===== config.mk =====
export PLATFORM = sky130hd
export DESIGN_NAME = uls_uart_rx_line_status
export DESIGN_NICKNAME = d
export VERILOG_FILES = /design/src/logic/uls_pkg.sv /design/src/logic/uls_uart_rx_line_status.sv
export SDC_FILE = /design/constraint.sdc
export NUM_CORES = 1
export LEC_CHECK = 0
export BUFFER_PORTS_ARGS = -buffer_cell sky130_fd_sc_hd__buf_2
export CAP_MARGIN = 20
export CORE_MARGIN = 4
export CORE_UTILIZATION = 50
export CTS_CLUSTER_DIAMETER = 60
export CTS_CLUSTER_SIZE = 16
export DETAILED_ROUTE_END_ITERATION = 10
export HOLD_SLACK_MARGIN = 0.15
export PLACE_DENSITY_LB_ADDON = 0.15
export REMOVE_ABC_BUFFERS = 1
export SETUP_SLACK_MARGIN = 0.02
export SLEW_MARGIN = 20
export SYNTH_ARGS = -nofsm -noshare
export SYNTH_HDL_FRONTEND = slang
export SYNTH_SLANG_ARGS = --single-unit

===== constraint.sdc =====
create_clock -name mclk -period 3.76 [get_ports mclk]
set_input_delay 0.188 -clock mclk [delete_from_list [all_inputs] [get_ports mclk]]
set_output_delay 0.188 -clock mclk [all_outputs]
set_load 0.02 [all_outputs]

===== src/logic/uls_pkg.sv =====
// uls_pkg: register map, field positions and reset values for the
// receive line status block; shared by design and bench.
package uls_pkg;
  localparam int ADDR_W = 6;
  // register byte addresses
  localparam logic [5:0] OFF_RXBUF = 6'h00;
  localparam logic [5:0] OFF_IEN = 6'h04;
  localparam logic [5:0] OFF_CAUSE = 6'h08;
  localparam logic [5:0] OFF_LFMT = 6'h0C;
  localparam logic [5:0] OFF_FCTL = 6'h10;
  localparam logic [5:0] OFF_LSR = 6'h14;
  localparam logic [5:0] OFF_FRAME = 6'h18;
  localparam logic [5:0] OFF_EVST = 6'h1C;
  localparam logic [5:0] OFF_EVCLR = 6'h20;
  // line_state_reg bits
  localparam int LSR_DR = 0;
  localparam int LSR_OE = 1;
  localparam int LSR_PE = 2;
  localparam int LSR_FE = 3;
  localparam int LSR_BI = 4;
  localparam int LSR_QERR = 7;
  // irq_enable_reg and event status bits
  localparam int IEN_RX = 0;
  localparam int IEN_LS = 2;
  // line_format_reg fields
  localparam int LFMT_PEN = 3;
  localparam int LFMT_EVEN = 4;
  localparam int FCTL_EN = 0;
  // irq_cause_reg codes
  localparam logic [7:0] CAUSE_NONE = 8'h01;
  localparam logic [7:0] CAUSE_LS = 8'h06;
  localparam logic [7:0] CAUSE_RX = 8'h04;
  // reset values
  localparam logic [2:0] IEN_RST = 3'h0;
  localparam logic [7:0] LFMT_RST = 8'h00;
  localparam logic [15:0] FRAME_RST = 16'hFFFF;
  // receive queue
  localparam int Q_DEPTH = 16;
  localparam logic [4:0] Q_FULL = 5'h10;
  localparam logic [1:0] RESP_OK = 2'h0;
  localparam logic [1:0] RESP_ERR = 2'h2;
endpackage


===== src/logic/uls_uart_rx_line_status.sv =====
// uls_uart_rx_line_status: receive line status flags, receive
// buffer/queue, line status interrupt and an AXI4-Lite register slave.
// assumes a receiver on mclk delivering one-cycle character strobes,
// and the raw serial input pin for break detection.
//
// The AXI4-Lite interface to the registers and the address map were chosen for this implementation.
`timescale 1ns/1ps
`default_nettype none
module uls_uart_rx_line_status (
  input wire logic mclk,
  input wire logic reset_n,
  input wire logic rxPin,
  input wire logic rxValid,
  input wire logic [7:0] rxData,
  input wire logic rxParityBit,
  input wire logic rxStopBit,
  input wire logic awvalid,
  output logic awready,
  input wire logic [5:0] awaddr,
  input wire logic wvalid,
  output logic wready,
  input wire logic [31:0] wdata,
  input wire logic [3:0] wstrb,
  output logic bvalid,
  input wire logic bready,
  output logic [1:0] bresp,
  input wire logic arvalid,
  output logic arready,
  input wire logic [5:0] araddr,
  output logic rvalid,
  input wire logic rready,
  output logic [31:0] rdata,
  output logic [1:0] rresp,
  output logic irqOut
);
  // address decode shared by read and write paths
  function automatic logic isMapped(input logic [5:0] a);
    isMapped = (a == uls_pkg::OFF_RXBUF) || (a == uls_pkg::OFF_IEN) ||
      (a == uls_pkg::OFF_CAUSE) || (a == uls_pkg::OFF_LFMT) ||
      (a == uls_pkg::OFF_FCTL) || (a == uls_pkg::OFF_LSR) ||
      (a == uls_pkg::OFF_FRAME) || (a == uls_pkg::OFF_EVST) ||
      (a == uls_pkg::OFF_EVCLR);
  endfunction

  logic rxSync1_q, rxSync2_q;
  logic [15:0] lowCnt_q, lowCnt_d;
  logic brkHeld_q, brkHeld_d, brkEvt;
  logic awHave_q, awHave_d, wHave_q, wHave_d;
  logic [5:0] awAddr_q, awAddr_d;
  logic [31:0] wData_q, wData_d;
  logic [3:0] wStrb_q, wStrb_d;
  logic awready_d, wready_d, bvalid_d, arready_d, rvalid_d;
  logic [1:0] bresp_d, rresp_d;
  logic [31:0] rdata_d, rdMux;
  logic doWr, doRd, lsrRd, popRd;
  logic [2:0] ien_q, ien_d, evSt_q, evSt_d;
  logic [7:0] lfmt_q, lfmt_d;
  logic fifoEn_q, fifoEn_d, flush;
  logic [15:0] frame_q, frame_d;
  logic oe_q, oe_d, pe_q, pe_d, fe_q, fe_d, bi_q, bi_d;
  logic qErrFlag_q, qErrFlag_d;
  logic [7:0] qData_q [uls_pkg::Q_DEPTH];
  logic [7:0] qData_d [uls_pkg::Q_DEPTH];
  logic [uls_pkg::Q_DEPTH-1:0] qErr_q, qErr_d;
  logic [3:0] rdPtr_q, rdPtr_d, wrPtr_q, wrPtr_d, wrIdx;
  logic [4:0] count_q, count_d;
  logic push, accept, peNew, feNew, ovNew, errSet, anyErrQ, dataReady;
  logic [7:0] pushData, wlMask, lsrVal, causeVal;
  logic irqOut_d;

  // two-stage synchroniser on the serial input pin
  always_ff @(posedge mclk or negedge reset_n) begin
    if (!reset_n) begin
      rxSync1_q <= 1'b1;
      rxSync2_q <= 1'b1;
    end else begin
      rxSync1_q <= rxPin;
      rxSync2_q <= rxSync1_q;
    end
  end

  // low-time counter, one break event per low stretch
  always_comb begin
    brkEvt = !rxSync2_q && !brkHeld_q && (lowCnt_q == frame_q);
    lowCnt_d = lowCnt_q;
    brkHeld_d = brkHeld_q;
    if (rxSync2_q) begin
      lowCnt_d = 16'h0000;
      brkHeld_d = 1'b0;
    end else begin
      if (lowCnt_q != 16'hFFFF) lowCnt_d = lowCnt_q + 16'h0001;
      if (brkEvt) brkHeld_d = 1'b1;
    end
  end

  // character check: word length mask, parity and stop bit
  always_comb begin
    wlMask = 8'hFF >> (3'h3 - {1'b0, lfmt_q[1:0]});
    push = brkEvt | rxValid;
    pushData = brkEvt ? 8'h00 : rxData;
    peNew = rxValid && !brkEvt && lfmt_q[uls_pkg::LFMT_PEN] &&
      ((^(rxData & wlMask) ^ rxParityBit) ==
       lfmt_q[uls_pkg::LFMT_EVEN]);
    feNew = rxValid && !brkEvt && !rxStopBit;
    ovNew = push && (fifoEn_q ? (count_q == uls_pkg::Q_FULL)
                              : (count_q != 5'h00));
    accept = push && !(fifoEn_q && count_q == uls_pkg::Q_FULL);
    errSet = ovNew | peNew | feNew | brkEvt;
    dataReady = count_q != 5'h00;
  end

  // any error still held among valid queue entries
  always_comb begin
    anyErrQ = 1'b0;
    for (int i = 0; i < uls_pkg::Q_DEPTH; i++) begin
      // distance from the read pointer, wrapped in four bits
      if (qErr_q[i] && ({1'b0, 4'(4'(i) - rdPtr_q)} < count_q))
        anyErrQ = 1'b1;
    end
  end

  // receive buffer / queue storage and pointers
  always_comb begin
    qData_d = qData_q;
    qErr_d = qErr_q;
    rdPtr_d = rdPtr_q;
    wrPtr_d = wrPtr_q;
    count_d = count_q;
    wrIdx = fifoEn_q ? wrPtr_q : rdPtr_q;
    if (popRd) begin
      qErr_d[rdPtr_q] = 1'b0;
      if (fifoEn_q) rdPtr_d = rdPtr_q + 4'h1;
      count_d = count_q - 5'h01;
    end
    if (accept) begin
      qData_d[wrIdx] = pushData;
      qErr_d[wrIdx] = peNew | feNew | brkEvt;
      if (fifoEn_q) begin
        wrPtr_d = wrPtr_q + 4'h1;
        count_d = count_d + 5'h01;
      end else begin
        count_d = 5'h01;
      end
    end
    if (flush) begin
      rdPtr_d = 4'h0;
      wrPtr_d = 4'h0;
      count_d = 5'h00;
      qErr_d = '0;
    end
  end

  // line status flags: a new event wins over the read clear
  always_comb begin
    oe_d = ovNew | (oe_q & !lsrRd);
    pe_d = peNew | (pe_q & !lsrRd);
    fe_d = feNew | (fe_q & !lsrRd);
    bi_d = brkEvt | (bi_q & !lsrRd);
    qErrFlag_d = fifoEn_q & ((accept & (peNew | feNew | brkEvt)) |
      (qErrFlag_q & !(lsrRd & !anyErrQ)));
    lsrVal = 8'h00;
    lsrVal[uls_pkg::LSR_DR] = dataReady;
    lsrVal[uls_pkg::LSR_OE] = oe_q;
    lsrVal[uls_pkg::LSR_PE] = pe_q;
    lsrVal[uls_pkg::LSR_FE] = fe_q;
    lsrVal[uls_pkg::LSR_BI] = bi_q;
    lsrVal[uls_pkg::LSR_QERR] = qErrFlag_q;
  end

  // sticky events, interrupt cause and the interrupt level
  always_comb begin
    evSt_d = evSt_q;
    if (doWr && awAddr_q == uls_pkg::OFF_EVCLR && wStrb_q[0])
      evSt_d = evSt_q & ~wData_q[2:0];
    evSt_d[uls_pkg::IEN_RX] = evSt_d[uls_pkg::IEN_RX] | accept;
    evSt_d[uls_pkg::IEN_LS] = evSt_d[uls_pkg::IEN_LS] | errSet;
    evSt_d[1] = 1'b0;
    if (evSt_q[uls_pkg::IEN_LS] && ien_q[uls_pkg::IEN_LS])
      causeVal = uls_pkg::CAUSE_LS;
    else if (evSt_q[uls_pkg::IEN_RX] && ien_q[uls_pkg::IEN_RX])
      causeVal = uls_pkg::CAUSE_RX;
    else
      causeVal = uls_pkg::CAUSE_NONE;
    irqOut_d = |(evSt_q & ien_q);
  end

  // write channel: address and data taken in either order
  always_comb begin
    awAddr_d = awAddr_q;
    wData_d = wData_q;
    wStrb_d = wStrb_q;
    doWr = awHave_q && wHave_q && !bvalid;
    awHave_d = awHave_q;
    wHave_d = wHave_q;
    if (awvalid && awready) begin
      awHave_d = 1'b1;
      awAddr_d = awaddr;
    end
    if (wvalid && wready) begin
      wHave_d = 1'b1;
      wData_d = wdata;
      wStrb_d = wstrb;
    end
    if (doWr) begin
      awHave_d = 1'b0;
      wHave_d = 1'b0;
    end
    awready_d = !awHave_d;
    wready_d = !wHave_d;
    bvalid_d = doWr | (bvalid & !bready);
    bresp_d = bresp;
    if (doWr) bresp_d = isMapped(awAddr_q) ? uls_pkg::RESP_OK
                                           : uls_pkg::RESP_ERR;
  end

  // writable registers, lane 0 for bytes, lanes 0 and 1 for frame
  always_comb begin
    ien_d = ien_q;
    lfmt_d = lfmt_q;
    fifoEn_d = fifoEn_q;
    frame_d = frame_q;
    flush = 1'b0;
    if (doWr && wStrb_q[0]) begin
      unique case (awAddr_q)
        uls_pkg::OFF_IEN: ien_d = {wData_q[2], 1'b0, wData_q[0]};
        uls_pkg::OFF_LFMT: lfmt_d = wData_q[7:0];
        uls_pkg::OFF_FCTL: begin
          fifoEn_d = wData_q[uls_pkg::FCTL_EN];
          flush = fifoEn_d != fifoEn_q;
        end
        uls_pkg::OFF_FRAME: frame_d[7:0] = wData_q[7:0];
        default: ;
      endcase
    end
    if (doWr && wStrb_q[1] && awAddr_q == uls_pkg::OFF_FRAME)
      frame_d[15:8] = wData_q[15:8];
  end

  // read channel with its side effects on the flags and the queue
  always_comb begin
    doRd = arvalid && arready;
    lsrRd = doRd && araddr == uls_pkg::OFF_LSR;
    popRd = doRd && araddr == uls_pkg::OFF_RXBUF && dataReady;
    unique case (araddr)
      uls_pkg::OFF_RXBUF: rdMux = {24'h0, qData_q[rdPtr_q]};
      uls_pkg::OFF_IEN: rdMux = {29'h0, ien_q};
      uls_pkg::OFF_CAUSE: rdMux = {24'h0, causeVal};
      uls_pkg::OFF_LFMT: rdMux = {24'h0, lfmt_q};
      uls_pkg::OFF_FCTL: rdMux = {31'h0, fifoEn_q};
      uls_pkg::OFF_LSR: rdMux = {24'h0, lsrVal};
      uls_pkg::OFF_FRAME: rdMux = {16'h0, frame_q};
      uls_pkg::OFF_EVST: rdMux = {29'h0, evSt_q};
      default: rdMux = 32'h0;
    endcase
    rvalid_d = doRd | (rvalid & !rready);
    arready_d = !rvalid_d;
    rdata_d = doRd ? rdMux : rdata;
    rresp_d = rresp;
    if (doRd) rresp_d = isMapped(araddr) ? uls_pkg::RESP_OK
                                         : uls_pkg::RESP_ERR;
  end

  // register every next value
  always_ff @(posedge mclk or negedge reset_n) begin
    if (!reset_n) begin
      lowCnt_q <= 16'h0000;
      brkHeld_q <= 1'b0;
      awHave_q <= 1'b0;
      wHave_q <= 1'b0;
      awAddr_q <= 6'h00;
      wData_q <= 32'h0;
      wStrb_q <= 4'h0;
      awready <= 1'b0;
      wready <= 1'b0;
      bvalid <= 1'b0;
      bresp <= uls_pkg::RESP_OK;
      arready <= 1'b0;
      rvalid <= 1'b0;
      rdata <= 32'h0;
      rresp <= uls_pkg::RESP_OK;
      ien_q <= uls_pkg::IEN_RST;
      lfmt_q <= uls_pkg::LFMT_RST;
      fifoEn_q <= 1'b0;
      frame_q <= uls_pkg::FRAME_RST;
      evSt_q <= 3'h0;
      irqOut <= 1'b0;
      oe_q <= 1'b0;
      pe_q <= 1'b0;
      fe_q <= 1'b0;
      bi_q <= 1'b0;
      qErrFlag_q <= 1'b0;
      qData_q <= '{default: 8'h00};
      qErr_q <= '0;
      rdPtr_q <= 4'h0;
      wrPtr_q <= 4'h0;
      count_q <= 5'h00;
    end else begin
      lowCnt_q <= lowCnt_d;
      brkHeld_q <= brkHeld_d;
      awHave_q <= awHave_d;
      wHave_q <= wHave_d;
      awAddr_q <= awAddr_d;
      wData_q <= wData_d;
      wStrb_q <= wStrb_d;
      awready <= awready_d;
      wready <= wready_d;
      bvalid <= bvalid_d;
      bresp <= bresp_d;
      arready <= arready_d;
      rvalid <= rvalid_d;
      rdata <= rdata_d;
      rresp <= rresp_d;
      ien_q <= ien_d;
      lfmt_q <= lfmt_d;
      fifoEn_q <= fifoEn_d;
      frame_q <= frame_d;
      evSt_q <= evSt_d;
      irqOut <= irqOut_d;
      oe_q <= oe_d;
      pe_q <= pe_d;
      fe_q <= fe_d;
      bi_q <= bi_d;
      qErrFlag_q <= qErrFlag_d;
      qData_q <= qData_d;
      qErr_q <= qErr_d;
      rdPtr_q <= rdPtr_d;
      wrPtr_q <= wrPtr_d;
      count_q <= count_d;
    end
  end
endmodule
`default_nettype wire


# == Word-level counts from Yosys, hierarchy flattened ==
# Index checks and enable logic that the tools add are counted.
# op_classes
add_sub_neg,22
mul,0
n_div,0
n_lt_le_gt_ge,23
eq_ne,21
shift,1
muxes,59
bitwise_logic,34
reduce_logical,89
# op_table
cell,count
bitwise mux 128 bit,1
case mux 16 bit (8 select lines),1
less-than comparator 4 x 5 -> 1 bit,16
2-to-1 mux 16 bit,5
equality test 6 x 5 -> 1 bit (second input constant),8
logical AND 1 bit,43
binary-select mux 8 bit (select 4 bit),1
demux 8 bit (select 4 bit),1
2-to-1 mux 8 bit,4
subtractor 4 bit (first input constant),8
2-to-1 mux 4 bit,7
2-to-1 mux 1 bit,27
equality test 6 x 4 -> 1 bit (second input constant),4
2-to-1 mux 5 bit,4
adder 16 x 1 -> 16 bit (second input constant),1
bitwise AND 16 bit,1
bitwise mux 16 bit,1
equality test 16 bit,1
logical OR 1 bit,16
!= test 16 bit (second input constant),1
inverter 16 bit,1
subtractor 3 x 4 -> 4 bit (first input constant),4
OR 1 bit,15
logical NOT 1 bit,14
other kinds (31),64
# word_totals
register_bits,278
latchBits,0
mem_bits_rw,0
rom_bits,0
in_bits,67
out_inout_bits,42
word_cells,298
memories,0

# == Logic depth before layout (Yosys ltp) ==
# logic_depth
ltp_word,25
depth_mapped,14
mapped_depth_nobuf,13

# == Least setup slack after synthesis ==
# No wires, ideal clock.
# synth_path
path_type,flip-flop to flip-flop
from,register rdPtr_q[3]
to,register qErrFlag_q
setup_ps,128
arrival_time_ps,2935
t_required_ps,3632
path_slack_ps,697
stages_incl_launch_ff,11
path_buffers,2
period_less_slack_ps,3063
cell_sequence,dfrtp_1 > clkbuf_1 > clkinv_1 > buf_1 > ha_1 > ha_1 > a21oi_1 > o21a_1 > or4_1 > nor4_1 > o21ai_1
# synth_between
elab_chain_cells,25
elab_cells_between_ends,70
cone_classes,add/sub (16); order compare (16); mux (16); bitwise (4); reduce/logical (18)
# synth_lines
element,line,text
start: declaration,uls_uart_rx_line_status.sv:65,"logic [3:0] rdPtr_q, rdPtr_d, wrPtr_q, wrPtr_d, wrIdx;"
start signal: assignment,uls_uart_rx_line_status.sv:326,rdPtr_q <= rdPtr_d;
subtractor 1 x 4 -> 4 bit,uls_uart_rx_line_status.sv:117,"if (qErr_q[i] && ({1'b0, 4'(4'(i) - rdPtr_q)} < count_q))"
less-than comparator 4 x 5 -> 1 bit,uls_uart_rx_line_status.sv:117,
logical AND 1 bit,uls_uart_rx_line_status.sv:117,
2-to-1 mux 1 bit (15 in series),uls_uart_rx_line_status.sv:117,
2-to-1 mux 1 bit *,uls_uart_rx_line_status.sv:117,
logical NOT 1 bit *,uls_uart_rx_line_status.sv:160,(qErrFlag_q & !(lsrRd & !anyErrQ)));
bitwise AND 1 bit *,uls_uart_rx_line_status.sv:160,
logical NOT 1 bit *,uls_uart_rx_line_status.sv:160,
bitwise AND 1 bit *,uls_uart_rx_line_status.sv:160,
OR 1 bit *,uls_uart_rx_line_status.sv:159,qErrFlag_d = fifoEn_q & ((accept & (peNew | feNew | brkEvt)) |
bitwise AND 1 bit *,uls_uart_rx_line_status.sv:159,
via qErrFlag_d,uls_uart_rx_line_status.sv:61,"logic qErrFlag_q, qErrFlag_d;"
end signal: assignment,uls_uart_rx_line_status.sv:323,qErrFlag_q <= qErrFlag_d;
end: declaration,uls_uart_rx_line_status.sv:61,
# Mark *: on every way through the listed nets, which the timed path passes. The rest lies on a longest branch.
# A chain may end at the register's enable or synchronous reset.

# == Final worst setup path ==
# layout_path
from,register frame_q[9]
to,register qData_q[25] (netlist name)
# layout_between
elab_chain_cells,4
elab_cells_between_ends,6
cone_classes,eq/ne (1); mux (2); bitwise (1); reduce/logical (2)
# layout_lines
element,line,text
start: declaration,uls_uart_rx_line_status.sv:59,"logic [15:0] frame_q, frame_d;"
start signal: assignment,uls_uart_rx_line_status.sv:284,frame_q <= uls_pkg::FRAME_RST;
start signal: assignment,uls_uart_rx_line_status.sv:316,frame_q <= frame_d;
equality test 16 bit *,uls_uart_rx_line_status.sv:84,brkEvt = !rxSync2_q && !brkHeld_q && (lowCnt_q == frame_q);
logical AND 1 bit *,uls_uart_rx_line_status.sv:84,
2-to-1 mux 8 bit or OR 1 bit (tied branches),"uls_uart_rx_line_status.sv:100, uls_uart_rx_line_status.sv:99",
bitwise mux 128 bit or logical AND 1 bit (tied branches),"uls_uart_rx_line_status.sv:136, uls_uart_rx_line_status.sv:107",
end signal: assignment,uls_uart_rx_line_status.sv:324,qData_q <= qData_d;
end: declaration,uls_uart_rx_line_status.sv:62,logic [7:0] qData_q [uls_pkg::Q_DEPTH];
# Every way passes the cells marked *; elsewhere a longest branch is shown, timed or not.

==> flow_metrics.py <==
metrics = {
    "run": {
        "max_cap_viol_count": 0,
    },
    "floorplan": {
        "die_h_um": 172.5,
        "design.portCount": 109,
        "die-area_um2": 29770,
        "site_rows": 59,
        "core_area_um2": 26350,
        "starting_utilization_of_the_core_area": 0.5136,
        "die_w_um": 172.5,
    },
    "status": {
        "status": "finished clean",
    },
    "routing": {
        "final_antenna_net_count": 0,
        "drt-wirelength-per-cell_um": 20.98,
        "drt_first_pass_iters": 5,
        "vias": 9077,
        "finalWirelength_mm": 33.00,
        "detail_route.drc_violations": 0,
        "via_per_inst": 5.771,
        "drt_first_iter_violations": 681,
    },
    "worst_setup_path": {
        "endpoint_kind": "flip-flop",
        "critPathRequiredTime_ns": 4.18,
        "timing.critical_path.fanout_max": 17,
        "setup.worst_path.class": "reg2reg",
        "signal_arrival_time_at_the_worst_endpoint_ns": 3.58,
        "worst_setup_path_start_kind": "flip-flop",
    },
    "power": {
        "combPwrFrac": 0.280,
        "power.switching_fraction": 0.3266,
        "cell_internal_pwr_w": 0.005969,
        "share_seq_of_total_power": 0.433,
        "leakagePower_nw": 7.038,
        "p_sw_w": 0.002895,
        "clock_power_share": 0.288,
        "worst_ir_drop_vdd_mv": 0.3357,
        "cellPowerDensity_nw_per_um2": 572.1,
    },
    "timing": {
        "final_period_minus_worst_setup_slack_ns": 3.153,
        "finalHoldViolations": 0,
        "finalCritPeriodShare": 0.8386,
        "timing.clock.skew_ns": 0.01960,
        "tightest_slew_ns": 0.9730,
        "timing.slew.headroom": 0.3514,
        "tns_ns": 0,
        "grt_setup_unrepaired": "no",
        "final-setup-viol-count": 0,
        "report.final.slew_viol_count": 0,
        "setup_ws_ns": 0.6069,
        "max_freq_mhz": 317.1,
    },
    "yosys": {
        "synthDominantCellAreaShare": 0.4474,
        "ys_seq_area_frac": 0.4823,
        "cell_type_with_the_largest_total_area_after_synthesis": "sky130_fd_sc_hd__dfrtp_1",
        "synth.distinct_cells": 72,
        "synth_enable_flop_cells": 0,
        "ffs_w_async_s_r_synth": 1.000,
        "netlist_top_cells_area": "sky130_fd_sc_hd__dfrtp_1 45%, sky130_fd_sc_hd__mux2_2 15%, sky130_fd_sc_hd__mux4_2 6.7%",
        "synth.ff_latch_count": 260,
        "post_synth_instance_area_um2": 13540,
        "dominantRegCellSynth": "sky130_fd_sc_hd__dfrtp_1",
        "syn-mean-instance-area_um2": 12.21,
        "ys.warnings.count": 0,
        "number_of_instances_in_the_synthesized_netlist": 1109,
    },
    "clocking": {
        "clk_latency_ns": 0.54,
        "cts_inserted_buffers": 24,
        "tritoncts": "yes",
        "clk_path_buf_depth": 3,
        "tritoncts_num_sinks": 260,
        "cts.htree.levels": 1,
        "cts_setup_buffers": 0,
        "post_cts_resize_count": 0,
        "clkSlewWorstSetupHoldPaths_ns": 0.07,
        "cts_root_buffer": "sky130_fd_sc_hd__clkbuf_16",
    },
    "place": {
        "port-buffer-count": 72,
        "gp_routability_congestion": 0.8360,
        "dp_cells": 1500,
        "place_ws_ns": 0.6239,
        "detailedPlacementHpwl_mm": 22.12,
    },
    "final_layout": {
        "finalNonFillerCells": 1573,
        "fin_nets": 1337,
        "finalCoreUtilization": 0.5879,
        "areaGrowthSynthToFinish_pct": 14.45,
        "proportion_of_layout_cells_with_a_drive_suffix_above_1": 0.3347,
    },
    "global_route": {
        "gr-usage-all-layers": 0.2186,
        "first_pass_grt_wire_length_mm": 52.21,
        "largest_net_degree_at_the_start_of_global_routing": 105,
        "initial_antenna_violation_count": 1,
        "grt_pass1_vias": 9174,
        "overflow": 0,
    },
    "hold_path": {
        "min_delay_worst_type": "in2reg",
    },
}
metrics by stage:
step | area [µm²] | power (W) | hold slack, ns
floorplan | 13240 | 0.005464 | -0.1076
global placement | 14350 | 0.006240 | 0.2086
detailed placement | 14350 | 0.006306 | 0.2094
CTS | 15490 | 0.008912 | 0.1555
global route | 15490 | 0.009335 | 0.2424
finish | 15490 | 0.008863 | 0.2010
cell families after synthesis:
logic type | count (synthesis) | share of synthesized area
compound gates | 140 | 0.06747
xor+xnor | 46 | 0.03180
fa+ha+maj | 46 | 0.04252
buf+inv | 113 | 0.03863
flops | 260 | 0.4823
mux | 239 | 0.2303
other cells | 1 | 0.0002770
simple gates | 264 | 0.1067
critical path: stages, from the launching register on:
cell and delay [ns]:
sky130_fd_sc_hd__dfstp_2 0.55, sky130_fd_sc_hd__xor2_1 0.08, sky130_fd_sc_hd__nor4_1 0.37, sky130_fd_sc_hd__nand4_1 0.31, sky130_fd_sc_hd__o21ai_4 0.38, sky130_fd_sc_hd__nand2_4 0.27, sky130_fd_sc_hd__nor3_4 0.48, sky130_fd_sc_hd__buf_4 0.26
sky130_fd_sc_hd__mux2_2 0.35
power groups by stage:
stage | clock network, W | logic (W) | registers, W
after global placement | 0 | 0.00239 | 0.00385
after global routing | 0.00272 | 0.00271 | 0.00391
after CTS | 0.00261 | 0.00247 | 0.00383
after floorplan | 0 | 0.00169 | 0.00378
after detailed placement | 0 | 0.00243 | 0.00387
final | 0.00255 | 0.00248 | 0.00384
placed cells by master, fill, tap and decap left out, types with 8 or more instances in the layout:
master,synthesis,final
sky130_fd_sc_hd__nor2_1,39,39
sky130_fd_sc_hd__xor2_1,24,24
sky130_fd_sc_hd__dfstp_2,18,18
sky130_fd_sc_hd__mux2i_1,19,19
sky130_fd_sc_hd__nand3_1,49,49
sky130_fd_sc_hd__dlygate4sd3_1,0,33
sky130_fd_sc_hd__ha_1,46,46
sky130_fd_sc_hd__conb_1,1,18
sky130_fd_sc_hd__or3_1,8,8
sky130_fd_sc_hd__dfrtp_1,242,241
sky130_fd_sc_hd__and2_0,8,8
sky130_fd_sc_hd__a21oi_1,31,31
sky130_fd_sc_hd__and3_1,9,9
sky130_fd_sc_hd__xnor2_1,20,20
sky130_fd_sc_hd__buf_2,4,71
sky130_fd_sc_hd__inv_1,43,43
sky130_fd_sc_hd__nor3_1,13,13
sky130_fd_sc_hd__nand2_1,66,66
sky130_fd_sc_hd__mux2_2,180,180
sky130_fd_sc_hd__clkbuf_16,0,25
sky130_fd_sc_hd__buf_4,20,33
sky130_fd_sc_hd__mux4_2,40,40
sky130_fd_sc_hd__nand4_1,12,12
sky130_fd_sc_hd__o21ai_0,46,46
sky130_fd_sc_hd__a31oi_1,9,9
sky130_fd_sc_hd__nand2b_1,9,9
cell type report:
type                       instances  area [µm²]
timing repair buffer             141        1008
sequential                       260        6530
clock buffer                      27       633.1
inverter                          44       165.2
antenna                            1       2.502
multi-input combinational        753        6558
fill                            2127       10860
tap                              335       419.2
clock inverter                    12       176.4
worst paths after layout:
kind / startpoint / to / slack, ns / cells after the start
hold / removal: awvalid / awready / 0.20 / 4
max in group asynchronous: reset_n / rdata[3] / 2.54 / 3
hold reg to reg: rxSync1_q / rxSync2_q / 0.36 / 0
setup reg to reg: frame_q[9] / qData_q[25] / 0.61 / 8
setup / recovery: frame_q[9] / qData_q[25] / 0.61 / 8
min in group asynchronous: reset_n / count_q[2] / 0.23 / 2
Yosys cell counts (all sizes together) (3+ instances only):
cell type,count
nor3,26
inv,43
ha,46
a22o,5
nand3,49
dfrtp,242
nand4,12
a21o,7
mux4,40
buf,31
nor4,8
a21oi,31
and2,13
mux2,180
a222oi,5
nor4b,3
a221oi,6
nand2b,9
dfstp,18
nor2b,6
mux2i,19
o31ai,3
xnor2,20
clkbuf,38
or3,8
o21ai,48
a31oi,9
nor2,43
a31o,3
and3,9
xor2,24
a211oi,4
nand2,68
flip-flops by register name, indices dropped and copies added, names as in the netlist, 2 cells and up:
register / count
wData_q: 16
wrPtr_q: 4
qErr_q: 16
rdPtr_q: 4
lowCnt_q: 16
count_q: 5
evSt_q: 2
ien_q: 2
qData_q: 128
wStrb_q: 2
frame_q: 16
lfmt_q: 8
awAddr_q: 6
rdata: 16
timing repair:
item | 4_1_cts | 5_1_grt
hold buffers | 33 | 0
hold endpoints to repair | 105 | 0
endpoints found under the setup margin | 0 | 0
metal layers:
metal | wire length (µm) | vias to the layer above | part of all wire | GRT usage
li1 | - | 4219 | - | -
met1 | 15130 | 4602 | 0.46 | 0.3145
met2 | 15820 | 211 | 0.48 | 0.3557
met3 | 1404 | 45 | 0.043 | 0.03319
met4 | 648 | 0 | 0.020 | 0.04923
met5 | 0 | - | 0 | 0
Note: power is estimated with default switching activity, not from simulation.
